$ cat src/hdl/tdc_pkg.sv
package tdc_pkg;
  // Register byte offsets, channel one sits one stride above channel zero
  localparam logic [7:0] OFS_SRC = 8'h00;
  localparam logic [7:0] OFS_DST = 8'h04;
  localparam logic [7:0] OFS_RELOAD = 8'h08;
  localparam logic [7:0] OFS_CTRL = 8'h0c;
  localparam logic [7:0] OFS_COUNT = 8'h10;
  localparam logic [7:0] CH_STRIDE = 8'h20;
  localparam logic [7:0] OFS_REQ = 8'h40;
  localparam logic [7:0] OFS_IRQ_STAT = 8'h44;
  localparam logic [7:0] OFS_IRQ_CLR = 8'h48;
  localparam logic [7:0] OFS_IRQ_EN = 8'h4c;
  // Control field positions
  localparam int C_EN = 0;
  localparam int C_RPT = 1;
  localparam int C_BYTE = 2;
  localparam int C_DST_FWD = 3;
  localparam int C_SEL = 5;
  localparam int C_BOTH = 8;
  localparam int C_RCLS = 9;
  localparam int C_WCLS = 11;
  localparam int C_BUS8 = 13;
  localparam int C_SWTRIG = 15;
  // Request source codes; codes 2 to 7 pick a peripheral line
  localparam logic [2:0] SEL_SOFT = 3'h0;
  localparam logic [2:0] SEL_PIN = 3'h1;
  localparam logic [2:0] SEL_PERI = 3'h2;
  // Bus classes and their cycle coefficients
  localparam logic [1:0] CLS_FAST = 2'h0;
  localparam logic [1:0] CLS_MUX = 2'h3;
  localparam logic [3:0] COEF_FAST = 4'h1;
  localparam logic [3:0] COEF_WAIT = 4'h2;
  localparam logic [3:0] COEF_MUX = 4'h3;
  localparam logic [3:0] BEATS_ONE = 4'h1;
  localparam logic [3:0] BEATS_TWO = 4'h2;
  // Pointer steps and reset values
  localparam logic [19:0] INC_BYTE = 20'h00001;
  localparam logic [19:0] INC_WORD = 20'h00002;
  localparam logic [15:0] CTRL_RST = 16'h0000;
  localparam logic [19:0] PTR_RST = 20'h00000;
  localparam logic [15:0] CNT_RST = 16'h0000;

  // Engine phases
  typedef enum logic [1:0] {PH_IDLE, PH_MOVE, PH_GIVE} tdc_phase_type;

  // One channel's state
  typedef struct packed {
    logic [19:0] src;
    logic [19:0] dst;
    logic [19:0] wptr;
    logic [15:0] reload;
    logic [15:0] count;
    logic [15:0] ctrl;
    logic reload_pend;
    logic req;
    logic pin_prev;
  } tdc_chan_type;

  // Whole block state
  typedef struct packed {
    tdc_chan_type [1:0] ch;
    tdc_phase_type phase;
    logic [3:0] cyc;
    logic [1:0] irq_stat;
    logic [1:0] irq_en;
    logic pready;
    logic pslverr;
    logic [31:0] prdata;
    logic irq;
    logic bus_hold;
    logic xfer_chan;
    logic [19:0] xfer_src;
    logic [19:0] xfer_dst;
  } tdc_state_type;
endpackage

$ cat src/hdl/tdc_dma.sv
`timescale 1ns/10ps
// Operation
// - Unit cycles: reads times j plus writes times k
// - Word odd or 8-bit bus doubles beats
// - Any even/odd source and destination pairing
// - Enable loads pointer and counter at first transfer
// - Rewriting enable repeats both reloads
// - Source event sets flag regardless of enable
// - Flag cleared just before transfer begins
// - Software writes zero clears, one ignored
// - Peripheral request sets flag with its interrupt
// - Pin edge sets flag, cleared at transfer
// - Same-cycle requests set all flags together
// - Channel zero wins simultaneous requests
// - One CPU access between successive transfers
// - Underflow stops single, reloads counter in repeat mode
// - Underflow raises channel interrupt
// - Pointer write lock and live pointer read
module tdc_dma (
  // Clock and reset
  input wire logic pclk,
  input wire logic presetn,
  // APB slave
  input wire logic psel,
  input wire logic penable,
  input wire logic pwrite,
  input wire logic [31:0] paddr,
  input wire logic [31:0] pwdata,
  output logic [31:0] prdata,
  output logic pready,
  output logic pslverr,
  // Request sources
  input wire logic [7:2] periph_req,
  input wire logic [1:0] external_request_pin,
  // System bus sharing
  input wire logic cpu_access_done,
  output logic bus_hold,
  output logic xfer_chan,
  output logic [19:0] xfer_src,
  output logic [19:0] xfer_dst,
  // Interrupt
  output logic irq
);
  tdc_pkg::tdc_state_type s; // Registered state
  tdc_pkg::tdc_state_type next_s; // Next state
  logic acc; // First access cycle
  logic wr; // Write commit edge
  logic [1:0] ev; // Request events
  logic start; // Transfer starts now
  logic fin; // Transfer ends now
  logic pick; // Chosen channel
  logic [1:0] uflow; // Counter underflow
  logic [3:0] start_cyc; // Bus cycles of new unit
  logic [19:0] nptr; // Pointer after reload
  logic [7:0] ofs; // Register offset in channel
  logic hit; // Address decoded
  logic c_sel; // Channel of access

  // Beats needed for one access of a unit
  function automatic logic [3:0] beats(input logic byte_unit, input logic bus8,
                                       input logic odd);
    // Word at odd address or over 8-bit bus takes two
    if (!byte_unit && (bus8 || odd)) begin
      beats = tdc_pkg::BEATS_TWO;
    end else begin
      beats = tdc_pkg::BEATS_ONE;
    end
  endfunction

  // Cycle coefficient of a bus class
  function automatic logic [3:0] coef(input logic [1:0] cls);
    if (cls == tdc_pkg::CLS_FAST) begin
      coef = tdc_pkg::COEF_FAST;
    end else if (cls == tdc_pkg::CLS_MUX) begin
      coef = tdc_pkg::COEF_MUX;
    end else begin
      coef = tdc_pkg::COEF_WAIT;
    end
  endfunction

  // Outputs straight from state
  assign prdata = s.prdata;
  assign pready = s.pready;
  assign pslverr = s.pslverr;
  assign irq = s.irq;
  assign bus_hold = s.bus_hold;
  assign xfer_chan = s.xfer_chan;
  assign xfer_src = s.xfer_src;
  assign xfer_dst = s.xfer_dst;

  // All next-state logic
  always_comb begin
    next_s = s;
    acc = psel && penable && !s.pready;
    wr = psel && penable && s.pready && pwrite;
    start = 1'b0;
    fin = 1'b0;
    uflow = 2'b00;
    ev = 2'b00;
    start_cyc = 4'h0;
    nptr = tdc_pkg::PTR_RST;
    c_sel = paddr[5];
    ofs = {3'b000, paddr[4:0]};
    hit = 1'b0;
    // Choose channel, zero first
    // fixed priority
    pick = !(s.ch[0].ctrl[tdc_pkg::C_EN] && s.ch[0].req);

    // Source events, all sampled in the same cycle
    // common sampling edge
    for (int c = 0; c < 2; c++) begin
      logic [2:0] sel;
      sel = s.ch[c].ctrl[tdc_pkg::C_SEL +: 3];
      ev[c] = (sel >= tdc_pkg::SEL_PERI) && periph_req[sel];
      // pin falling edge, or both edges
      if (sel == tdc_pkg::SEL_PIN) begin
        ev[c] = s.ch[c].ctrl[tdc_pkg::C_BOTH] ?
                (s.ch[c].pin_prev ^ external_request_pin[c]) :
                (s.ch[c].pin_prev && !external_request_pin[c]);
      end
      if (sel == tdc_pkg::SEL_SOFT && wr && paddr[31:6] == 26'h0 && paddr[5] == c[0] &&
          ofs == tdc_pkg::OFS_CTRL) begin
        ev[c] = pwdata[tdc_pkg::C_SWTRIG];
      end
      next_s.ch[c].pin_prev = external_request_pin[c];
    end

    // Transfer engine
    next_s.irq_stat = s.irq_stat;
    unique case (s.phase)
      tdc_pkg::PH_IDLE: begin
        if (s.ch[pick].ctrl[tdc_pkg::C_EN] && s.ch[pick].req) begin
          start = 1'b1;
          next_s.ch[pick].req = 1'b0;
          nptr = s.ch[pick].wptr;
          if (s.ch[pick].reload_pend) begin
            nptr = s.ch[pick].ctrl[tdc_pkg::C_DST_FWD] ? s.ch[pick].dst : s.ch[pick].src;
            next_s.ch[pick].count = s.ch[pick].reload;
            next_s.ch[pick].reload_pend = 1'b0;
          end
          next_s.ch[pick].wptr = nptr;
          next_s.xfer_src = s.ch[pick].ctrl[tdc_pkg::C_DST_FWD] ? s.ch[pick].src : nptr;
          next_s.xfer_dst = s.ch[pick].ctrl[tdc_pkg::C_DST_FWD] ? nptr : s.ch[pick].dst;
          start_cyc = 4'(beats(s.ch[pick].ctrl[tdc_pkg::C_BYTE], s.ch[pick].ctrl[tdc_pkg::C_BUS8],
                               next_s.xfer_src[0]) * coef(s.ch[pick].ctrl[tdc_pkg::C_RCLS +: 2])
                         + beats(s.ch[pick].ctrl[tdc_pkg::C_BYTE],
                                 s.ch[pick].ctrl[tdc_pkg::C_BUS8], next_s.xfer_dst[0])
                           * coef(s.ch[pick].ctrl[tdc_pkg::C_WCLS +: 2]));
          next_s.cyc = 4'(start_cyc - 4'h1);
          next_s.xfer_chan = pick;
          next_s.bus_hold = 1'b1;
          next_s.phase = tdc_pkg::PH_MOVE;
        end
      end
      tdc_pkg::PH_MOVE: begin
        if (s.cyc == 4'h0) begin
          fin = 1'b1;
          next_s.bus_hold = 1'b0;
          next_s.phase = tdc_pkg::PH_GIVE;
          next_s.ch[s.xfer_chan].wptr = 20'(s.ch[s.xfer_chan].wptr +
            (s.ch[s.xfer_chan].ctrl[tdc_pkg::C_BYTE] ? tdc_pkg::INC_BYTE : tdc_pkg::INC_WORD));
          next_s.ch[s.xfer_chan].count = 16'(s.ch[s.xfer_chan].count - 16'h0001);
          if (s.ch[s.xfer_chan].count == 16'h0000) begin
            uflow[s.xfer_chan] = 1'b1;
            if (s.ch[s.xfer_chan].ctrl[tdc_pkg::C_RPT]) begin
              next_s.ch[s.xfer_chan].count = s.ch[s.xfer_chan].reload;
            end else begin
              next_s.ch[s.xfer_chan].ctrl[tdc_pkg::C_EN] = 1'b0;
            end
          end
        end else begin
          next_s.cyc = 4'(s.cyc - 4'h1);
        end
      end
      tdc_pkg::PH_GIVE: begin
        if (cpu_access_done) begin
          next_s.phase = tdc_pkg::PH_IDLE;
        end
      end
    endcase

    // APB read data and error, captured one cycle into access
    next_s.pready = acc;
    if (acc) begin
      next_s.prdata = 32'h0000_0000;
      hit = (paddr[31:8] == 24'h0) && (paddr[7:6] == 2'b00) && (ofs <= tdc_pkg::OFS_COUNT);
      if (paddr[31:8] == 24'h0 && paddr[7:6] == 2'b00) begin
        if (ofs == tdc_pkg::OFS_SRC) begin
          // live pointer when forward and on
          next_s.prdata[19:0] = (s.ch[c_sel].ctrl[tdc_pkg::C_EN] &&
            !s.ch[c_sel].ctrl[tdc_pkg::C_DST_FWD]) ? s.ch[c_sel].wptr : s.ch[c_sel].src;
        end else if (ofs == tdc_pkg::OFS_DST) begin
          next_s.prdata[19:0] = (s.ch[c_sel].ctrl[tdc_pkg::C_EN] &&
            s.ch[c_sel].ctrl[tdc_pkg::C_DST_FWD]) ? s.ch[c_sel].wptr : s.ch[c_sel].dst;
        end else if (ofs == tdc_pkg::OFS_RELOAD) begin
          next_s.prdata[15:0] = s.ch[c_sel].reload;
        end else if (ofs == tdc_pkg::OFS_CTRL) begin
          next_s.prdata[15:0] = s.ch[c_sel].ctrl;
        end else if (ofs == tdc_pkg::OFS_COUNT) begin
          next_s.prdata[15:0] = s.ch[c_sel].count;
        end
      end else if (paddr[31:8] == 24'h0) begin
        hit = 1'b1;
        if (paddr[7:0] == tdc_pkg::OFS_REQ) begin
          next_s.prdata[1:0] = {s.ch[1].req, s.ch[0].req};
        end else if (paddr[7:0] == tdc_pkg::OFS_IRQ_STAT) begin
          next_s.prdata[1:0] = s.irq_stat;
        end else if (paddr[7:0] == tdc_pkg::OFS_IRQ_EN) begin
          next_s.prdata[1:0] = s.irq_en;
        end else begin
          hit = (paddr[7:0] == tdc_pkg::OFS_IRQ_CLR);
        end
      end
      // Unaligned addresses are unmapped
      hit = hit && (paddr[1:0] == 2'b00);
      next_s.pslverr = !hit;
    end else begin
      next_s.pslverr = 1'b0;
    end

    // APB writes at the completing edge; software beats the engine
    if (wr && !s.pslverr && paddr[31:8] == 24'h0 && paddr[7:6] == 2'b00) begin
      if (ofs == tdc_pkg::OFS_SRC && (!s.ch[c_sel].ctrl[tdc_pkg::C_EN] ||
          !s.ch[c_sel].ctrl[tdc_pkg::C_DST_FWD])) begin
        next_s.ch[c_sel].src = pwdata[19:0];
      end
      if (ofs == tdc_pkg::OFS_DST && (!s.ch[c_sel].ctrl[tdc_pkg::C_EN] ||
          s.ch[c_sel].ctrl[tdc_pkg::C_DST_FWD])) begin
        next_s.ch[c_sel].dst = pwdata[19:0];
      end
      if (ofs == tdc_pkg::OFS_RELOAD) begin
        next_s.ch[c_sel].reload = pwdata[15:0];
      end
      if (ofs == tdc_pkg::OFS_CTRL) begin
        // Trigger bit is a strobe, never stored
        next_s.ch[c_sel].ctrl = pwdata[15:0] & ~(16'h0001 << tdc_pkg::C_SWTRIG);
        // every write of one rearms reloads
        next_s.ch[c_sel].reload_pend = pwdata[tdc_pkg::C_EN];
      end
    end
    if (wr && !s.pslverr && paddr[31:8] == 24'h0) begin
      if (paddr[7:0] == tdc_pkg::OFS_REQ) begin
        next_s.ch[0].req = next_s.ch[0].req && pwdata[0];
        next_s.ch[1].req = next_s.ch[1].req && pwdata[1];
      end
      if (paddr[7:0] == tdc_pkg::OFS_IRQ_CLR) begin
        next_s.irq_stat = s.irq_stat & ~pwdata[1:0];
      end
      if (paddr[7:0] == tdc_pkg::OFS_IRQ_EN) begin
        next_s.irq_en = pwdata[1:0];
      end
    end

    // Hardware sets last so a same-cycle clear never loses an event
    for (int c = 0; c < 2; c++) begin
      // set regardless, merged in one bit
      if (ev[c]) begin
        next_s.ch[c].req = 1'b1;
      end
    end
    next_s.irq_stat = next_s.irq_stat | uflow;
    next_s.irq = |(next_s.irq_stat & next_s.irq_en);
  end

  // State register
  always_ff @(posedge pclk or negedge presetn) begin
    if (!presetn) begin
      s <= '0;
    end else begin
      s <= next_s;
    end
  end
endmodule

$ cat config.mk
export PLATFORM = sky130hd
export DESIGN_NAME = tdc_dma
export DESIGN_NICKNAME = d
export VERILOG_FILES = /design/src/hdl/tdc_pkg.sv /design/src/hdl/tdc_dma.sv
export SDC_FILE = /design/constraint.sdc
export NUM_CORES = 1
export LEC_CHECK = 0
export BUFFER_PORTS_ARGS = -buffer_cell sky130_fd_sc_hd__buf_4
export CORE_UTILIZATION = 45
export CTS_CLUSTER_DIAMETER = 100
export DETAILED_ROUTE_END_ITERATION = 10
export GPL_TIMING_DRIVEN = 0
export PLACE_DENSITY = 0.61
export SLEW_MARGIN = 20
export SYNTH_ARGS = -nofsm -noshare
export SYNTH_HDL_FRONTEND = slang
export SYNTH_SLANG_ARGS = --single-unit
export TNS_END_PERCENT = 10
$ cat constraint.sdc
create_clock -name pclk -period 5.35 [get_ports pclk]
set_clock_uncertainty 0.05 [all_clocks]
set_input_delay 0.535 -clock pclk [delete_from_list [all_inputs] [get_ports pclk]]
set_output_delay 0.535 -clock pclk [all_outputs]
set_load 0.05 [all_outputs]
# == Yosys cells after proc, flatten, opt, wreduce, memory -nomap -nowiden ==
# Index checks and enable logic that the tools add are counted.
# Widths: inputs -> output; s select.
# classes
n_addsub,5
n_mul,2
order_cmp,11
n_eq_ne,18
muxes,132
n_bitwise,7
n_reduce_logical,66
# op_table
op,count
$bwmux 222,13
$mux 222,13
$demux 111 s1,12
$mux 111,5
$pmux 222 s2,1
$mux 71,4
$mux 228,1
$mux 224,1
$mux 20,9
$mux 91,1
$mux 35,2
$mux 16,4
$mux 4,13
$mux 51,1
$mux 42,1
$logic_and 1x1->1,35
$eq 8x7->1 const B,4
$mux 2,16
$logic_not 26->1,1
$mux 1,25
$logic_not 24->1,1
$add 20x2->20,1
$mux 19,1
$mux 18,1
other kinds (38),75
# totals
ff_bits,297
in_bits,78
output_inout_bits,77
elab_cells,271

# == Logic depth before layout (Yosys ltp) ==
# logic_depth
word_depth,36
ltp_mapped,18
mapped_depth_nobuf,16

# == Worst setup path after synthesis ==
# Ideal clock, no wire load.
# synth_path
path_type,register to register
startpoint,register s[90] (netlist bit)
endpoint,register s[84] (netlist bit)
setup_ps,150
t_arrival_ps,4304
required_ps,5150
path_slack_ps,846
path_stages_with_launch,19
n_path_buf,5
synth_period_minus_slack_ps,4504
path_cell_list,dfrtp_1 -> buf_2 -> and2_1 -> buf_2 -> buf_1 -> clkbuf_1 -> buf_2 -> mux2i_1 -> ha_1 -> nor2_1 -> ha_1 -> fa_1 -> fa_1 -> ha_1 -> ha_1 -> xor2_1 -> xnor2_1 -> xnor2_1 -> o221ai_1
# synth_via
elab_chain_cells,18
# synth_lines
item,line,text
"start, declared",tdc_dma.sv:44,tdc_pkg::tdc_state_type s;
"start signal, assigned",tdc_dma.sv:270,s <= next_s;
$logic_and 1x1->1,tdc_dma.sv:107,pick = !(s.ch[0].ctrl[tdc_pkg::C_EN] && s.ch[0].req);
$mux 111 (not written as such) * (2 in series),tdc_dma.sv:148,* coef(s.ch[pick].ctrl[tdc_pkg::C_WCLS +: 2]));
$mux 20,tdc_dma.sv:137,nptr = s.ch[pick].ctrl[tdc_pkg::C_DST_FWD] ? s.ch[pick].dst : s.ch[pick].src;
$mux 20,tdc_dma.sv:136,if (s.ch[pick].reload_pend) begin
$mux 20,tdc_dma.sv:132,if (s.ch[pick].ctrl[tdc_pkg::C_EN] && s.ch[pick].req) begin
$mux 20,tdc_dma.sv:130,unique case (s.phase)
"$mux 20, on equally long branches","tdc_dma.sv:142, tdc_dma.sv:143",
$logic_or 1x1->1,tdc_dma.sv:63,if (!byte_unit && (bus8 || odd)) begin
$logic_and 1x1->1,tdc_dma.sv:63,
$mux 2,tdc_dma.sv:63,
$mux 4,tdc_dma.sv:132,
$mux 4,tdc_dma.sv:130,
"$mul 4x4->4, on equally long branches","tdc_dma.sv:145, tdc_dma.sv:148",
$add 4x4->4,tdc_dma.sv:146,"+ beats(s.ch[pick].ctrl[tdc_pkg::C_BYTE],"
$sub 4x1->4,tdc_dma.sv:149,next_s.cyc = 4'(start_cyc - 4'h1);
$mux 228,tdc_dma.sv:132,
$pmux 4 s2,tdc_dma.sv:130,
# Every way passes the cells marked *; elsewhere a longest branch is shown, timed or not. The select of a mux whose other input is x is not followed.
# A chain may end at the register's enable or synchronous reset.

==> flow_summary.yaml <==
run_status:
  status: "finished clean"
placed_design:
  globalplace.congestion: 0.9957
  portBuffers: 128
  dp_slack_ps: -658.1
  hpwl_mm: 57.63
cts:
  htreeDepth: 2
  clock-sinks: 297
  clk_latency_ps: 570
  numCtsBuffers: 38
  cts_tree: "yes"
  clkTransAtPathRegs_ps: 60
  root_buffer: "clkbuf_16"
  clockBufferDepth: 3
timing:
  worst_slack_ps: 117.7
  max_clock_freq_mhz: 191.1
  tightestPinTransition_ps: 1106
  grt_setup_unrepaired: "false"
  hold_violations: 0
  setup_violations: 0
  slew_headroom: 0.2610
  hold_ws_ps: 111.0
  post-route-period-util: 0.9780
  period_minus_slack_ps: 5232
  fin_tns_setup_ps: 0
  final_max_slew_viol_count: 0
logic_synthesis:
  synth_area_leaders: "dfrtp_1 40%, mux2_2 8.4%, mux2i_1 6.2%"
  synth-seq-cells: 297
  synth_top_cell_area_share: 0.4002
  netlist_area_sq_um: 18570
  synth_cell_types: 73
  synth_warnings: 0
  netlist_instances: 1992
  synth_edf_count: 0
  synth_ff_type: "dfrtp_1"
  synthArstFlopShare: 1.000
  synthTopCellsByCount: "302 x nand2_1, 297 x dfrtp_1, 166 x o21ai_0"
  synth_area_per_cell_sq_um: 9.323
  synth_top_cell_by_area: "dfrtp_1"
  ys_seq_area_frac: 0.4002
  synth.most_common_cell: "nand2_1"
routing:
  drtIter0Drc: 1730
  m1WireLength_mm: 30.28
  drtPass1Iterations: 7
  dr_total_vias: 17372
  via_per_inst: 6.352
  drt-total-wl_mm: 75.97
  wl_met2_mm: 34.69
  met3_length_mm: 6.154
  drcViolationCount: 0
  wl_per_cell_microns: 27.78
  ant_nets: 0
  top_layer: "met5"
setup_path:
  arrival_ps: 5610
  r2r_setup_slack_ps: 120
  reg2reg_depth: 15
  worstSetupPathType: "reg2reg"
  cp_max_fo: 19
  critPathLaunchType: "flop"
  end_kind: "flop"
  r2r-start: "xfer_chan"
  cp_data_required_time_ps: 5730
worst_hold_path:
  min_from: "external_request_pin[1]"
  hold_end: "s[198]"
  hold_path_depth: 2
  min_path_type: "in2reg"
floorplan:
  dieArea_sq_um: 42090
  die_y_microns: 205.2
  core_area_sq_um: 40740
  start_util: 0.4559
  die_x_microns: 205.2
  rows: 74
  ios: 155
pwr:
  ir_drop_mv: 0.1957
  power_leakage_nw: 10.12
  powerDensity_nw_per_um2: 243.1
  power_mw: 5.275
global_routing:
  antenna_found_initial: 2
  grt_pass1_vias: 17009
  grtUsageTotal: 0.3652
  grt_max_degree: 95
  grt_remaining_overflow: 0
  grt_first_pass_wirelength_mm: 111.8
final_layout:
  drive_above_1_share: 0.2271
  finalNetCount: 2272
  area_growth_pct: 16.85
job:
  drv_cap: 0
## area by class of cell
class                   count  area [sq um]
diodes                      1         2.502
plain buffers             212          1152
clock buffers              50          1097
clock inverters            19         231.5
fillers                  3826         19040
inverters                  36         135.1
multi-input cells        1455          9913
flip-flops and latches    297          7432
well taps                 532         665.6
repair buffers            133          1071
## per-layer routing
| layer | GRT usage | up-vias |
|---|---|---|
| met4 | 0.2029 | 4 |
| met1 | 0.4650 | 8667 |
| met2 | 0.5770 | 937 |
| met3 | 0.07731 | 250 |
| li1 | - | 7514 |
| met5 | 0 | - |
## how the worst max path moves through the flow
stage / startpoint / end / slack (ps)
2_1_floorplan: s[90] / s[84] / 850
3_3_place_gp: xfer_chan / flop / -620
3_5_place_dp: xfer_chan / flop / -660
4_1_cts: s[88] / s[84] / 70
5_1_grt: xfer_chan / flop / 8
6_report: xfer_chan / flop / 120
## stage by stage
stage                       util  std cells  instance area (sq um)
after floorplan                -       2004                  18620
after global placement    0.4969       2664                  20240
after detailed placement  0.4994       2668                  20350
after CTS                 0.5323       2735                  21690
after global routing      0.5326       2734                  21700
final                     0.5327       2735                  21700
## logic make-up (layout without fill, tap and decap cells)
family	count (synthesis)	after routing	synth area share
AND/OR/NAND/NOR	629	629	0.1524
AO/OA/AOI/OAI	473	473	0.1628
flip-flops	297	297	0.4002
multiplexers	284	284	0.1828
buffers and inverters	252	450	0.06926
XOR/XNOR	35	35	0.01651
adder cells (fa/ha/maj)	21	21	0.01576
other	1	14	0.0002019
## power by group
group,switching (mW),internal [mW],total [mW]
Combinational,0.170,0.0777,0.248
Clock,1.09,1.69,2.78
Sequential,0.00188,2.25,2.25
## what timing repair did
item	4_1_cts	5_1_grt
hold endpoints to repair	49	0
hold buffers	1	0
endpoints found under the setup margin	44	4
resized for setup	5	8
buffers inserted	0	0
cloned	0	0
## cells in the final DEF (no fill, tap or decap), drive strengths merged, types with 6 or more instances in the layout
cell     Yosys  routed
o211ai      12      12
a2111oi     10      10
nor3        38      38
a21oi      100     100
nand2      304     304
a222oi       6       6
nand3       69      69
a211oi      23      23
clkinv       1      11
clkbuf      98     146
mux4        30      30
mux2       139     139
xnor2       24      24
o311ai      10      10
dfrtp      297     297
a221o       21      21
nor2       123     123
a21o         6       6
nor4        13      13
nand4        9       9
or2          7       7
a221oi       7       7
a22oi       20      20
o21ai      169     169
and3        27      27
buf        118     246
or3          6       6
conb         1      13
xor2        11      11
ha          17      17
a311oi      17      17
nor3b        8       8
o22ai       17      17
a31oi       15      15
o221ai       8       8
mux2i      115     115
inv         35      36
## worst max-delay path: stages (launching register included)
cell	delay (ps)
dfrtp_1	370
buf_6	170
buf_6	190
buf_4	260
buf_4	290
buf_4	370
clkdlybuf4s18_2	560
mux2i_1	200
inv_1	120
ha_1	190
inv_1	70
fa_1	550
a221oi_4	380
nand3_1	400
or3b_2	570
o311ai_0	340
Note: power is estimated with default switching activity, not from simulation.
